`config.mk`:
```
export PLATFORM = sky130hd
export DESIGN_NAME = tpc16_timer_pwm_capture16
export DESIGN_NICKNAME = d
export VERILOG_FILES = /design/src/tpc16_pkg.sv /design/src/tpc16_timer_pwm_capture16.sv /design/src/tpc16_prescaler.sv /design/src/tpc16_edge_sync.sv
export SDC_FILE = /design/constraint.sdc
export NUM_CORES = 1
export LEC_CHECK = 0
export BUFFER_PORTS_ARGS = -buffer_cell sky130_fd_sc_hd__buf_2
export CAP_MARGIN = 20
export CELL_PAD_IN_SITES_DETAIL_PLACEMENT = 0
export CELL_PAD_IN_SITES_GLOBAL_PLACEMENT = 1
export CORE_MARGIN = 2
export CORE_UTILIZATION = 43
export CTS_CLUSTER_DIAMETER = 50
export DETAILED_ROUTE_END_ITERATION = 10
export PLACE_DENSITY_LB_ADDON = 0.1
export SLEW_MARGIN = 15
export SYNTH_ARGS = -nofsm -noshare
export SYNTH_HDL_FRONTEND = slang
export SYNTH_SLANG_ARGS = --single-unit
```
`constraint.sdc`:
```
create_clock -name clk -period 5.4 [get_ports clk]
set_clock_uncertainty 0.15 [all_clocks]
set_input_delay 0.54 -clock clk [delete_from_list [all_inputs] [get_ports clk]]
set_output_delay 0.54 -clock clk [all_outputs]
set_load 0.05 [all_outputs]
```
`src/tpc16_pkg.sv`:
```
// Shared constants and types for the cascaded timer, capture and PWM block.
package tpc16_pkg;

  // ****************************************
  // Widths and mode encodings
  // ****************************************
  localparam int PWM_W = 10;
  localparam int CNT_W = 16;
  localparam int PRE_W = 11;
  localparam logic [2:0] T0_SEL_EVENT = 3'h7;
  localparam logic [1:0] T1_SEL_CASCADE = 2'h3;
  localparam logic [1:0] EDGE_NONE = 2'h0;
  localparam logic [1:0] EDGE_FALL = 2'h1;
  localparam logic [1:0] EDGE_RISE = 2'h2;
  localparam logic [1:0] EDGE_BOTH = 2'h3;

  // ****************************************
  // Prescaler divide ratios as shift amounts
  // ****************************************
  // Timer 0 ratios 2, 4, 8, 32, 128, 512, 2048; the last code selects the event pin.
  localparam logic [3:0] T0_DIV_SHIFT [8] = '{4'h1, 4'h2, 4'h3, 4'h5, 4'h7, 4'h9, 4'hB, 4'h0};
  // Timer 1 ratios 1, 2, 8; the last code selects the cascade.
  localparam logic [3:0] T1_DIV_SHIFT [4] = '{4'h0, 4'h1, 4'h3, 4'h0};

  // ****************************************
  // Reset values
  // ****************************************
  localparam logic [CNT_W-1:0] COUNT_RST = 16'h0000;
  localparam logic [PWM_W-1:0] DUTY_RST = 10'h000;
  localparam logic [PRE_W-1:0] PRE_RST = 11'h000;

  // ****************************************
  // State records
  // ****************************************
  typedef struct packed {
    logic [CNT_W-1:0] count;
    logic [CNT_W-1:0] captureData;
    logic [PWM_W-1:0] dutyMaster;
    logic [PWM_W-1:0] dutySlave;
    logic pwmOut;
    logic timer0Irq;
    logic captureIrq;
  } tpc16_state_s;

  typedef struct packed {
    logic sync1;
    logic sync2;
    logic prev;
    logic edgeSeen;
  } tpc16_edge_s;

endpackage : tpc16_pkg

```
`src/tpc16_timer_pwm_capture16.sv`:
```
// Cascaded 16-bit timer with capture, and the 10-bit double-buffered PWM on timer 1.
`timescale 1ns/1ps
// What this block does
// - 16-bit capture cascades both timers into one count.
// - Timer 0 select picks prescaler or event pin.
// - Pin select routes PWM to the output pin.
// - PWM and timer share one counter.
// - Period is high bits 3:2 plus low byte.
// - Duty is high bits 1:0 plus low byte.
// - Period and duty count source clock ticks.
// - Duty master moves to slave at period match.
// - Duty changes take effect next period only.
// - Polarity picks the level of duty portion.
// - Duty equal period holds the duty level.
// - Zero duty holds the opposite level.
// - Period change keeps absolute duty time.
// - Capture edge stores count, clears and restarts.
// - Capture mode reads capture, writes compare.
// - Edge select chooses capture edge; raises interrupt.
// - Count matches compare, clears, raises timer 0.
module tpc16_timer_pwm_capture16
  import tpc16_pkg::*;
(
  input wire logic clk,
  input wire logic reset,
  input wire logic [2:0] t0ClockSelect,
  input wire logic [1:0] t1ClockSelect,
  input wire logic cascadeSelect,
  input wire logic captureEnable,
  input wire logic pwmEnable,
  input wire logic outputPolarity,
  input wire logic pwmPinSelect,
  input wire logic [7:0] pwmPeriodLow,
  input wire logic [7:0] pwmDutyLow,
  input wire logic [3:0] pwmHighBits,
  input wire logic dutyWrite,
  input wire logic [CNT_W-1:0] compareData,
  input wire logic [1:0] edgeSelect,
  input wire logic captureEdgeInput,
  input wire logic eventCountPin,
  output logic pwmPin,
  output logic pwmPinEnable,
  output logic timer0Irq,
  output logic captureIrq,
  output logic [CNT_W-1:0] captureData,
  output logic [CNT_W-1:0] timerReadData
);

  // ****************************************
  // Declarations
  // ****************************************
  tpc16_state_s st_r;
  tpc16_state_s st_nxt;
  logic t0Tick;
  logic t1Tick;
  logic captureEdge;
  logic eventEdge;
  logic cascadeMode;
  logic pwmMode;
  logic cascadeTick;
  logic [PWM_W-1:0] periodVal;
  logic [PWM_W-1:0] dutyVal;
  logic [PWM_W-1:0] periodLast;
  logic [PWM_W-1:0] pwmCount;
  logic pwmWrap;
  logic captureHit;
  logic matchHit;

  // ****************************************
  // Clock sources and pin inputs
  // ****************************************
  tpc16_prescaler u_prescaler (
    .clk(clk),
    .reset(reset),
    .t0ClockSelect(t0ClockSelect),
    .t1ClockSelect(t1ClockSelect),
    .t0Tick(t0Tick),
    .t1Tick(t1Tick)
  );

  // The capture pin edge follows the edge selection setting.
  tpc16_edge_sync u_capture_sync (
    .clk(clk),
    .reset(reset),
    .pinIn(captureEdgeInput),
    .edgeMode(edgeSelect),
    .edgePulse(captureEdge)
  );

  // The event pin counts on rising transitions.
  tpc16_edge_sync u_event_sync (
    .clk(clk),
    .reset(reset),
    .pinIn(eventCountPin),
    .edgeMode(EDGE_RISE),
    .edgePulse(eventEdge)
  );

  // ****************************************
  // Mode decode and operand assembly
  // ****************************************
  // Cascade needs both timer 1 clock bits and the cascade bit set; PWM yields to it.
  assign cascadeMode = cascadeSelect && (t1ClockSelect == T1_SEL_CASCADE);
  assign pwmMode = pwmEnable && !cascadeMode;
  assign cascadeTick = (t0ClockSelect == T0_SEL_EVENT) ? eventEdge : t0Tick;
  assign periodVal = {pwmHighBits[3:2], pwmPeriodLow};
  assign dutyVal = {pwmHighBits[1:0], pwmDutyLow};
  assign periodLast = periodVal - 10'h001;
  assign pwmCount = st_r.count[PWM_W-1:0];
  assign pwmWrap = pwmMode && t1Tick && (periodVal != 10'h000) && (pwmCount >= periodLast);
  assign captureHit = cascadeMode && captureEnable && captureEdge;
  assign matchHit = cascadeMode && !captureHit && cascadeTick && (st_r.count == compareData);

  // ****************************************
  // Next-state logic
  // ****************************************
  // One record holds the shared count, capture latch, duty stages and output flops.
  always_comb begin
    st_nxt = st_r;
    st_nxt.timer0Irq = 1'b0;
    st_nxt.captureIrq = 1'b0;
    if (dutyWrite) begin
      st_nxt.dutyMaster = dutyVal;
    end
    if (cascadeMode) begin
      if (captureHit) begin
        st_nxt.captureData = st_r.count;
        st_nxt.count = COUNT_RST;
        st_nxt.captureIrq = 1'b1;
      end else if (matchHit) begin
        st_nxt.count = COUNT_RST;
        st_nxt.timer0Irq = 1'b1;
      end else if (cascadeTick) begin
        st_nxt.count = st_r.count + 16'h0001;
      end
    end else if (pwmMode) begin
      if (pwmWrap) begin
        st_nxt.count = COUNT_RST;
        st_nxt.dutySlave = st_nxt.dutyMaster;
      end else if (t1Tick && (periodVal != 10'h000)) begin
        st_nxt.count = st_r.count + 16'h0001;
      end
    end else begin
      st_nxt.count = COUNT_RST;
    end
    // Duty portion first at the polarity level, then the other level for the rest.
    if (pwmMode) begin
      st_nxt.pwmOut = (st_nxt.count[PWM_W-1:0] < st_nxt.dutySlave) ? outputPolarity
                                                                   : !outputPolarity;
    end else begin
      st_nxt.pwmOut = 1'b0;
    end
  end

  // ****************************************
  // State register
  // ****************************************
  always_ff @(posedge clk or posedge reset) begin
    if (reset) begin
      st_r.count <= COUNT_RST;
      st_r.captureData <= COUNT_RST;
      st_r.dutyMaster <= DUTY_RST;
      st_r.dutySlave <= DUTY_RST;
      st_r.pwmOut <= 1'b0;
      st_r.timer0Irq <= 1'b0;
      st_r.captureIrq <= 1'b0;
    end else begin
      st_r <= st_nxt;
    end
  end

  // ****************************************
  // Outputs
  // ****************************************
  // Capture mode reads the latch; otherwise software sees the live count.
  assign timerReadData = (cascadeMode && captureEnable) ? st_r.captureData : st_r.count;
  assign captureData = st_r.captureData;
  assign pwmPin = st_r.pwmOut;
  assign pwmPinEnable = pwmPinSelect;
  assign timer0Irq = st_r.timer0Irq;
  assign captureIrq = st_r.captureIrq;
endmodule : tpc16_timer_pwm_capture16

```
`src/tpc16_prescaler.sv`:
```
// Free-running prescaler that yields the timer 0 and timer 1 source ticks.
`timescale 1ns/1ps
module tpc16_prescaler
  import tpc16_pkg::*;
(
  input wire logic clk,
  input wire logic reset,
  input wire logic [2:0] t0ClockSelect,
  input wire logic [1:0] t1ClockSelect,
  output logic t0Tick,
  output logic t1Tick
);

  logic [PRE_W-1:0] preCount_r;
  logic [PRE_W-1:0] preCount_nxt;
  logic [PRE_W-1:0] mask0;
  logic [PRE_W-1:0] mask1;

  // ****************************************
  // Divider
  // ****************************************
  // A tick fires once every 2^shift clocks, when the low shift bits are all ones.
  always_comb begin
    preCount_nxt = preCount_r + 11'h001;
    mask0 = PRE_W'((12'h001 << T0_DIV_SHIFT[t0ClockSelect]) - 12'h001);
    mask1 = PRE_W'((12'h001 << T1_DIV_SHIFT[t1ClockSelect]) - 12'h001);
    t0Tick = ((preCount_r & mask0) == mask0);
    t1Tick = ((preCount_r & mask1) == mask1);
  end

  // The divider runs freely so both timers share one phase reference.
  always_ff @(posedge clk or posedge reset) begin
    if (reset) begin
      preCount_r <= PRE_RST;
    end else begin
      preCount_r <= preCount_nxt;
    end
  end

endmodule : tpc16_prescaler

```
`src/tpc16_edge_sync.sv`:
```
// Two-stage pin synchroniser with a selectable edge detector.
`timescale 1ns/1ps
module tpc16_edge_sync
  import tpc16_pkg::*;
(
  input wire logic clk,
  input wire logic reset,
  input wire logic pinIn,
  input wire logic [1:0] edgeMode,
  output logic edgePulse
);

  tpc16_edge_s st_r;
  tpc16_edge_s st_nxt;

  // ****************************************
  // Synchroniser and edge detect
  // ****************************************
  // Only the second stage feeds the detector, so metastability stays in the first stage.
  always_comb begin
    st_nxt = st_r;
    st_nxt.sync1 = pinIn;
    st_nxt.sync2 = st_r.sync1;
    st_nxt.prev = st_r.sync2;
    case (edgeMode)
      EDGE_FALL: st_nxt.edgeSeen = st_r.prev & ~st_r.sync2;
      EDGE_RISE: st_nxt.edgeSeen = ~st_r.prev & st_r.sync2;
      EDGE_BOTH: st_nxt.edgeSeen = st_r.prev ^ st_r.sync2;
      default: st_nxt.edgeSeen = 1'b0;
    endcase
  end

  always_ff @(posedge clk or posedge reset) begin
    if (reset) begin
      st_r <= '0;
    end else begin
      st_r <= st_nxt;
    end
  end

  assign edgePulse = st_r.edgeSeen;

endmodule : tpc16_edge_sync

```
# [Word-level counts from Yosys, hierarchy flattened]
# Memories as Yosys holds them, arrays and structs flattened.
# Index checks and enable logic that the tools add are counted.
[word_totals] rom_bits=32 reg_bits=74 output_inout_bits=36 in_bits=53 wordCells=92 latch_bits=0 n_memories=1 ram_bits=0
[op_classes] bitwise_logic=11 shifts=2 eq_ne=10 multipliers=0 n_reduce_logical=17 add_sub_neg=5 muxes=25 magnitude_cmp=4 div=0
[memory_table] memory="(name not given)" depth=8 width=4 rd=1 rd_ports_with_merged_regs=0 write_ports=0 line_no="tpc16_prescaler.sv:25" rtl="mask0 = PRE_W'((12'h001 << T0_DIV_SHIFT[t0ClockSelect]) - 12'h001);"
[op_table] op="$mux 16" count=8
[op_table] op="$mux 10" count=4
[op_table] op="$and 11x11->11" count=2
[op_table] op="$eq 11x11->1" count=2
[op_table] op="$shl 1x4->11 const A" count=2
[op_table] op="$sub 11x1->11 const B" count=2
[op_table] op="$add 16x1->16 const B" count=1
[op_table] op="$eq 16x16->1" count=1
[op_table] op="$mux 4" count=4
[op_table] op="$add 11x1->11 const B" count=1
[op_table] op="$logic_and 1x1->1" count=11
[op_table] op="$ge 10x10->1" count=1
[op_table] op="$lt 10x10->1" count=1
[op_table] op="$reduce_bool 10->1" count=1
[op_table] op="$sub 10x1->10 const B" count=1
[op_table] op="$bmux 4 s2" count=1
[op_table] op="$eq 2x2->1 const B" count=3
[op_table] op="$mux 1" count=6
[op_table] op="$ge 4x4->1 const B" count=1
[op_table] op="$ne 4x1->1 const B" count=1
[op_table] op="$ne 4x2->1 const B" count=1
[op_table] op="$not 3->4" count=1
[op_table] op="$reduce_and 2->1" count=2
[op_table] op="$and 1x1->1" count=3
[op_table] op="other kinds (9)" count=13

# [Logic depth before layout (Yosys ltp)]
[logic_depth] word_depth=17 ltp_mapped=28 mapped_depth_nobuf=26

# [Modules after synthesis]
# From an unflattened synthesis, not the netlist that was laid out.
[hier_totals] hier_cells=588 area_unflattened_um2=5157.4
[modules_own_cells] mod="tpc16_timer_pwm_capture16" area_each_um2=3763.6 cells_per_inst=443 n_inst=1 seq_area_each_um2=1376.3
[modules_own_cells] mod="tpc16_prescaler" area_each_um2=1068.5 cells_per_inst=117 n_inst=1 seq_area_each_um2=275.3
[modules_own_cells] mod="tpc16_edge_sync" area_each_um2=162.7 cells_per_inst=14 n_inst=2 seq_area_each_um2=100.1

# [Worst setup path after synthesis]
# No wires, ideal clock.
[synth_timing] path_kind="input port to flip-flop" start="in t0ClockSelect[1]" end="reg st_r, in the netlist pwmPin" path_slack_ns=-0.235 setup_ns=0.081 n_path_buf=1 cell_stages=27 t_arrival_ns=5.404 required_time_ns=5.169 path_cell_list="inv_1 > ha_1 > clkbuf_1 > nor3b_1 > o22a_1 > inv_1 > ha_1 > nor2_1 > a211oi_1 > o41ai_1 > or4_1 > or4_1 > o31a_1 > nand2b_1 > o31a_1 > o22ai_1 > ha_1 > a21o_1 > a21o_1 > a21oi_1 > o21ai_0 > nand3_1 > nand2_1 > inv_1 > a41oi_1 > and3_1 > nor3_2"
[synth_rtl] element="start, declared" line_no="tpc16_timer_pwm_capture16.sv:26" rtl="input wire logic [2:0] t0ClockSelect,"
[synth_rtl] element="end signal, assigned" line_no="tpc16_timer_pwm_capture16.sv:168" rtl="st_r <= st_nxt;"
[synth_rtl] element="end, declared" line_no="tpc16_timer_pwm_capture16.sv:52" rtl="tpc16_state_s st_r;"

==> qor.yml <==
status:
  status: "finished, final reports clean"
logic_synthesis:
  yosys-top-cells-area: "dfrtp_1, ha_1, nand2_1"
  ys_ff_latch: 74
  yosysWarningCount: 0
  yosysUniqueCellTypes: 59
  synthArstFlopShare: 1.000
  netlist_area_sq_mm: 0.005029
  avgSynthCellArea_sq_um: 9.012
  yosys_most_used_dff: "dfrtp_1"
  syn_inst: 558
  synth_top_cell_area_share: 0.3683
  synthesis.nets: 646
  ys_seq_area_frac: 0.3683
  yosys.area.top_type: "dfrtp_1"
  synth-edff-count: 0
min_path:
  hold_end: "u_capture_sync.st_nxt[2]"
  worstHoldStart: "captureEdgeInput"
  hold_class: "in2reg"
  hold_depth: 1
floorplanning:
  die-area_sq_mm: 0.01258
  die_h_um: 112.1
  coreArea_sq_mm: 0.01142
  ios: 89
  die_w_um: 112.1
  placement_rows: 39
  initial_core_util: 0.4404
worst_setup_path:
  path_class: "in2reg"
  startpoint_type: "input pin"
  timing.rr.end: "pwmPin"
  reg2reg_slack_ns: 1.05
  arrival_ns: 5.35
  rr_worst_depth: 20
  cp_max_fo: 4
  worstPathRequired_ns: 5.51
  endpoint_kind: "flop"
  r2r_start: "u_prescaler.preCount_r[7]"
placement:
  placed_cells: 783
  portBuffers: 86
  dp_hpwl_mm: 9.986
  gp_congestion: 0.8785
drt:
  antenna_left: 0
  drc: 0
  drt-initial-drc-count: 280
  firstDrtPassIters: 4
  num_vias: 4345
  vias_per_cell: 5.377
  wirelength_mm: 13.21
  wl_per_cell_um: 16.35
grt:
  antenna_found_initial: 0
  grt_max_degree: 75
  track_usage: 0.2172
  grt_pass1_wl_mm: 21.89
  grt-ovfl-total: 0
  grt_pass1_vias: 4435
cells_and_area:
  final_cell_mix: "buf_2, dfrtp_1, nand2_1"
  num-fill-cells: 1092
  nets: 748
  post-route-util: 0.5477
  final-instance-count-excl-fill: 808
  n_antenna_cell: 0
  mostFrequentLayoutCell: "buf_2"
  layout-drive-gt1-share: 0.3113
  syn_to_final_growth_pct: 24.36
timing:
  fin_crit_ns: 5.234
  tns_ns: 0
  fmax_mhz: 191.0
  finalMaxSlewViolations: 0
  setup_viol: 0
  tightest_slew_ns: 0.9567
  slew_headroom: 0.3622
  final_hold_viol_count: 0
  fin_hold_ws_ns: 0.1541
  grt_setup_unrepaired: "true"
  period_share: 0.9693
clocking:
  htree_levels: 3
  clock_latency_ns: 0.34
  cts.path.max_buffers: 2
  clkSlewWorstSetupHoldPaths_ns: 0.06
  cts_buffers: 9
  hold_buffers: 0
  cts_root_buffer: "clkbuf_16"
  cts_tree: "done"
  cts.sinks: 74
power:
  powerDensity_mw_per_mm2: 261.8
  seqPwrFrac: 0.383
  internal_power_w: 0.001139
  switching_share: 0.3041
  p_sw_w: 0.0004978
  combPwrFrac: 0.248
  vdd_drop_max_v: 0.0001867
  power_frac_clock: 0.369
  p_leak_nw: 3.167
job:
  drv_cap: 0
==> synth_stat cells (all sizes together) (6+ instances only) <==
| library cell | instances |
|---|---|
| nor3 | 6 |
| nor2 | 41 |
| dfrtp | 74 |
| nand2 | 69 |
| xnor2 | 25 |
| clkbuf | 20 |
| nand3 | 16 |
| o21ai | 26 |
| or4 | 7 |
| xor2 | 19 |
| and3 | 14 |
| inv | 39 |
| a21oi | 12 |
| o22ai | 7 |
| mux2i | 12 |
| ha | 35 |
| nand4 | 13 |
| o21a | 11 |
| buf | 19 |
| mux2 | 19 |
==> flip-flops by register name, summed over array words and instances (netlist names) <==
name / cells
u_capture_sync.edgePulse: 1
u_capture_sync.st_r: 1
pwmCount: 10
u_event_sync.edgePulse: 1
captureIrq: 1
timer0Irq: 1
u_capture_sync.st_nxt: 2
pwmPin: 1
st_r: 26
u_prescaler.preCount_r: 11
u_event_sync.st_nxt: 2
captureData: 16
u_event_sync.st_r: 1
==> through the flow <==
stage          instance area, sq um  worst slack, ns  power [W]
5_1_grt                        6254          -0.1072   0.001741
3_5_place_dp                   5741          -0.4747   0.001014
4_1_cts                        6137        0.0004086   0.001642
2_1_floorplan                  5087         0.005897  0.0008940
3_3_place_gp                   5741          -0.2836   0.001007
6_report                       6254           0.1658   0.001637
==> layout make-up <==
cell class,count,area (sq um),area share
multi-input combinational,406,2983,0.4770
timing repair buffer,130,787.0,0.1259
sequential,74,1852,0.2961
clock inverter,7,77.57,0.01240
tap,143,178.9,0.02861
inverter,39,150.1,0.02401
clock buffer,9,225.2,0.03601
==> critical path: stages <==
cell      delay (ns)
buf_2           0.12
buf_4           0.15
ha_1            0.20
nor2_1          0.09
a21oi_1         0.05
or3_4           0.35
ha_4            0.27
nor2_1          0.04
a211oi_2        0.14
o41ai_1         0.09
or4_1           0.40
or4_1           0.47
o31a_1          0.33
nand2b_4        0.17
o31a_1          0.29
o22ai_2         0.17
ha_1            0.28
a21o_1          0.16
a21o_1          0.17
a21oi_1         0.13
o21ai_1         0.09
nand3_1         0.10
nand2_2         0.07
inv_2           0.07
a41oi_2         0.13
and3_1          0.19
nor3_2          0.10
==> timing repair <==
item,CTS,global route
setup buffers,3,6
pin swaps,10,19
setup endpoints to repair,1,1
gates resized for setup,15,18
==> per-layer routing <==
| metal | share of wire | track usage | wire length (um) |
|---|---|---|---|
| met2 | 0.50 | 0.3699 | 6628 |
| met4 | 0.027 | 0.09593 | 354 |
| met3 | 0.036 | 0.04752 | 471 |
| met1 | 0.44 | 0.2651 | 5759 |
| met5 | 0 | 0 | 0 |
==> power by group through the flow <==
stage	sequential, W	combinational (W)	clock (W)
floorplan	0.000634	0.000260	0
global placement	0.000638	0.000369	0
detailed placement	0.000639	0.000375	0
CTS	0.000629	0.000392	0.000621
global route	0.000635	0.000457	0.000648
finish	0.000628	0.000405	0.000604
==> cell families (layout without fill, tap and decap cells) <==
| kind of cell | after synthesis | count (layout) | share of synthesized area |
|---|---|---|---|
| AND/OR/NAND/NOR | 202 | 202 | 0.2005 |
| AO/OA/AOI/OAI | 94 | 94 | 0.1299 |
| buffers and inverters | 78 | 185 | 0.07116 |
| flip-flops | 74 | 74 | 0.3683 |
| XOR/XNOR | 44 | 44 | 0.07664 |
| adder cells (fa/ha/maj) | 35 | 35 | 0.08709 |
| multiplexers | 31 | 31 | 0.06644 |
==> worst max-delay path by stage <==
stage | startpoint | end
after global placement | t0ClockSelect[1] | pwmPin
after detailed placement | t0ClockSelect[1] | pwmPin
after CTS | t0ClockSelect[0] | pwmPin
after global routing | t0ClockSelect[0] | pwmPin
after floorplan | t0ClockSelect[1] | pwmPin
final | t0ClockSelect[0] | pwmPin
No activity file was read; power rests on OpenSTA's default activity.
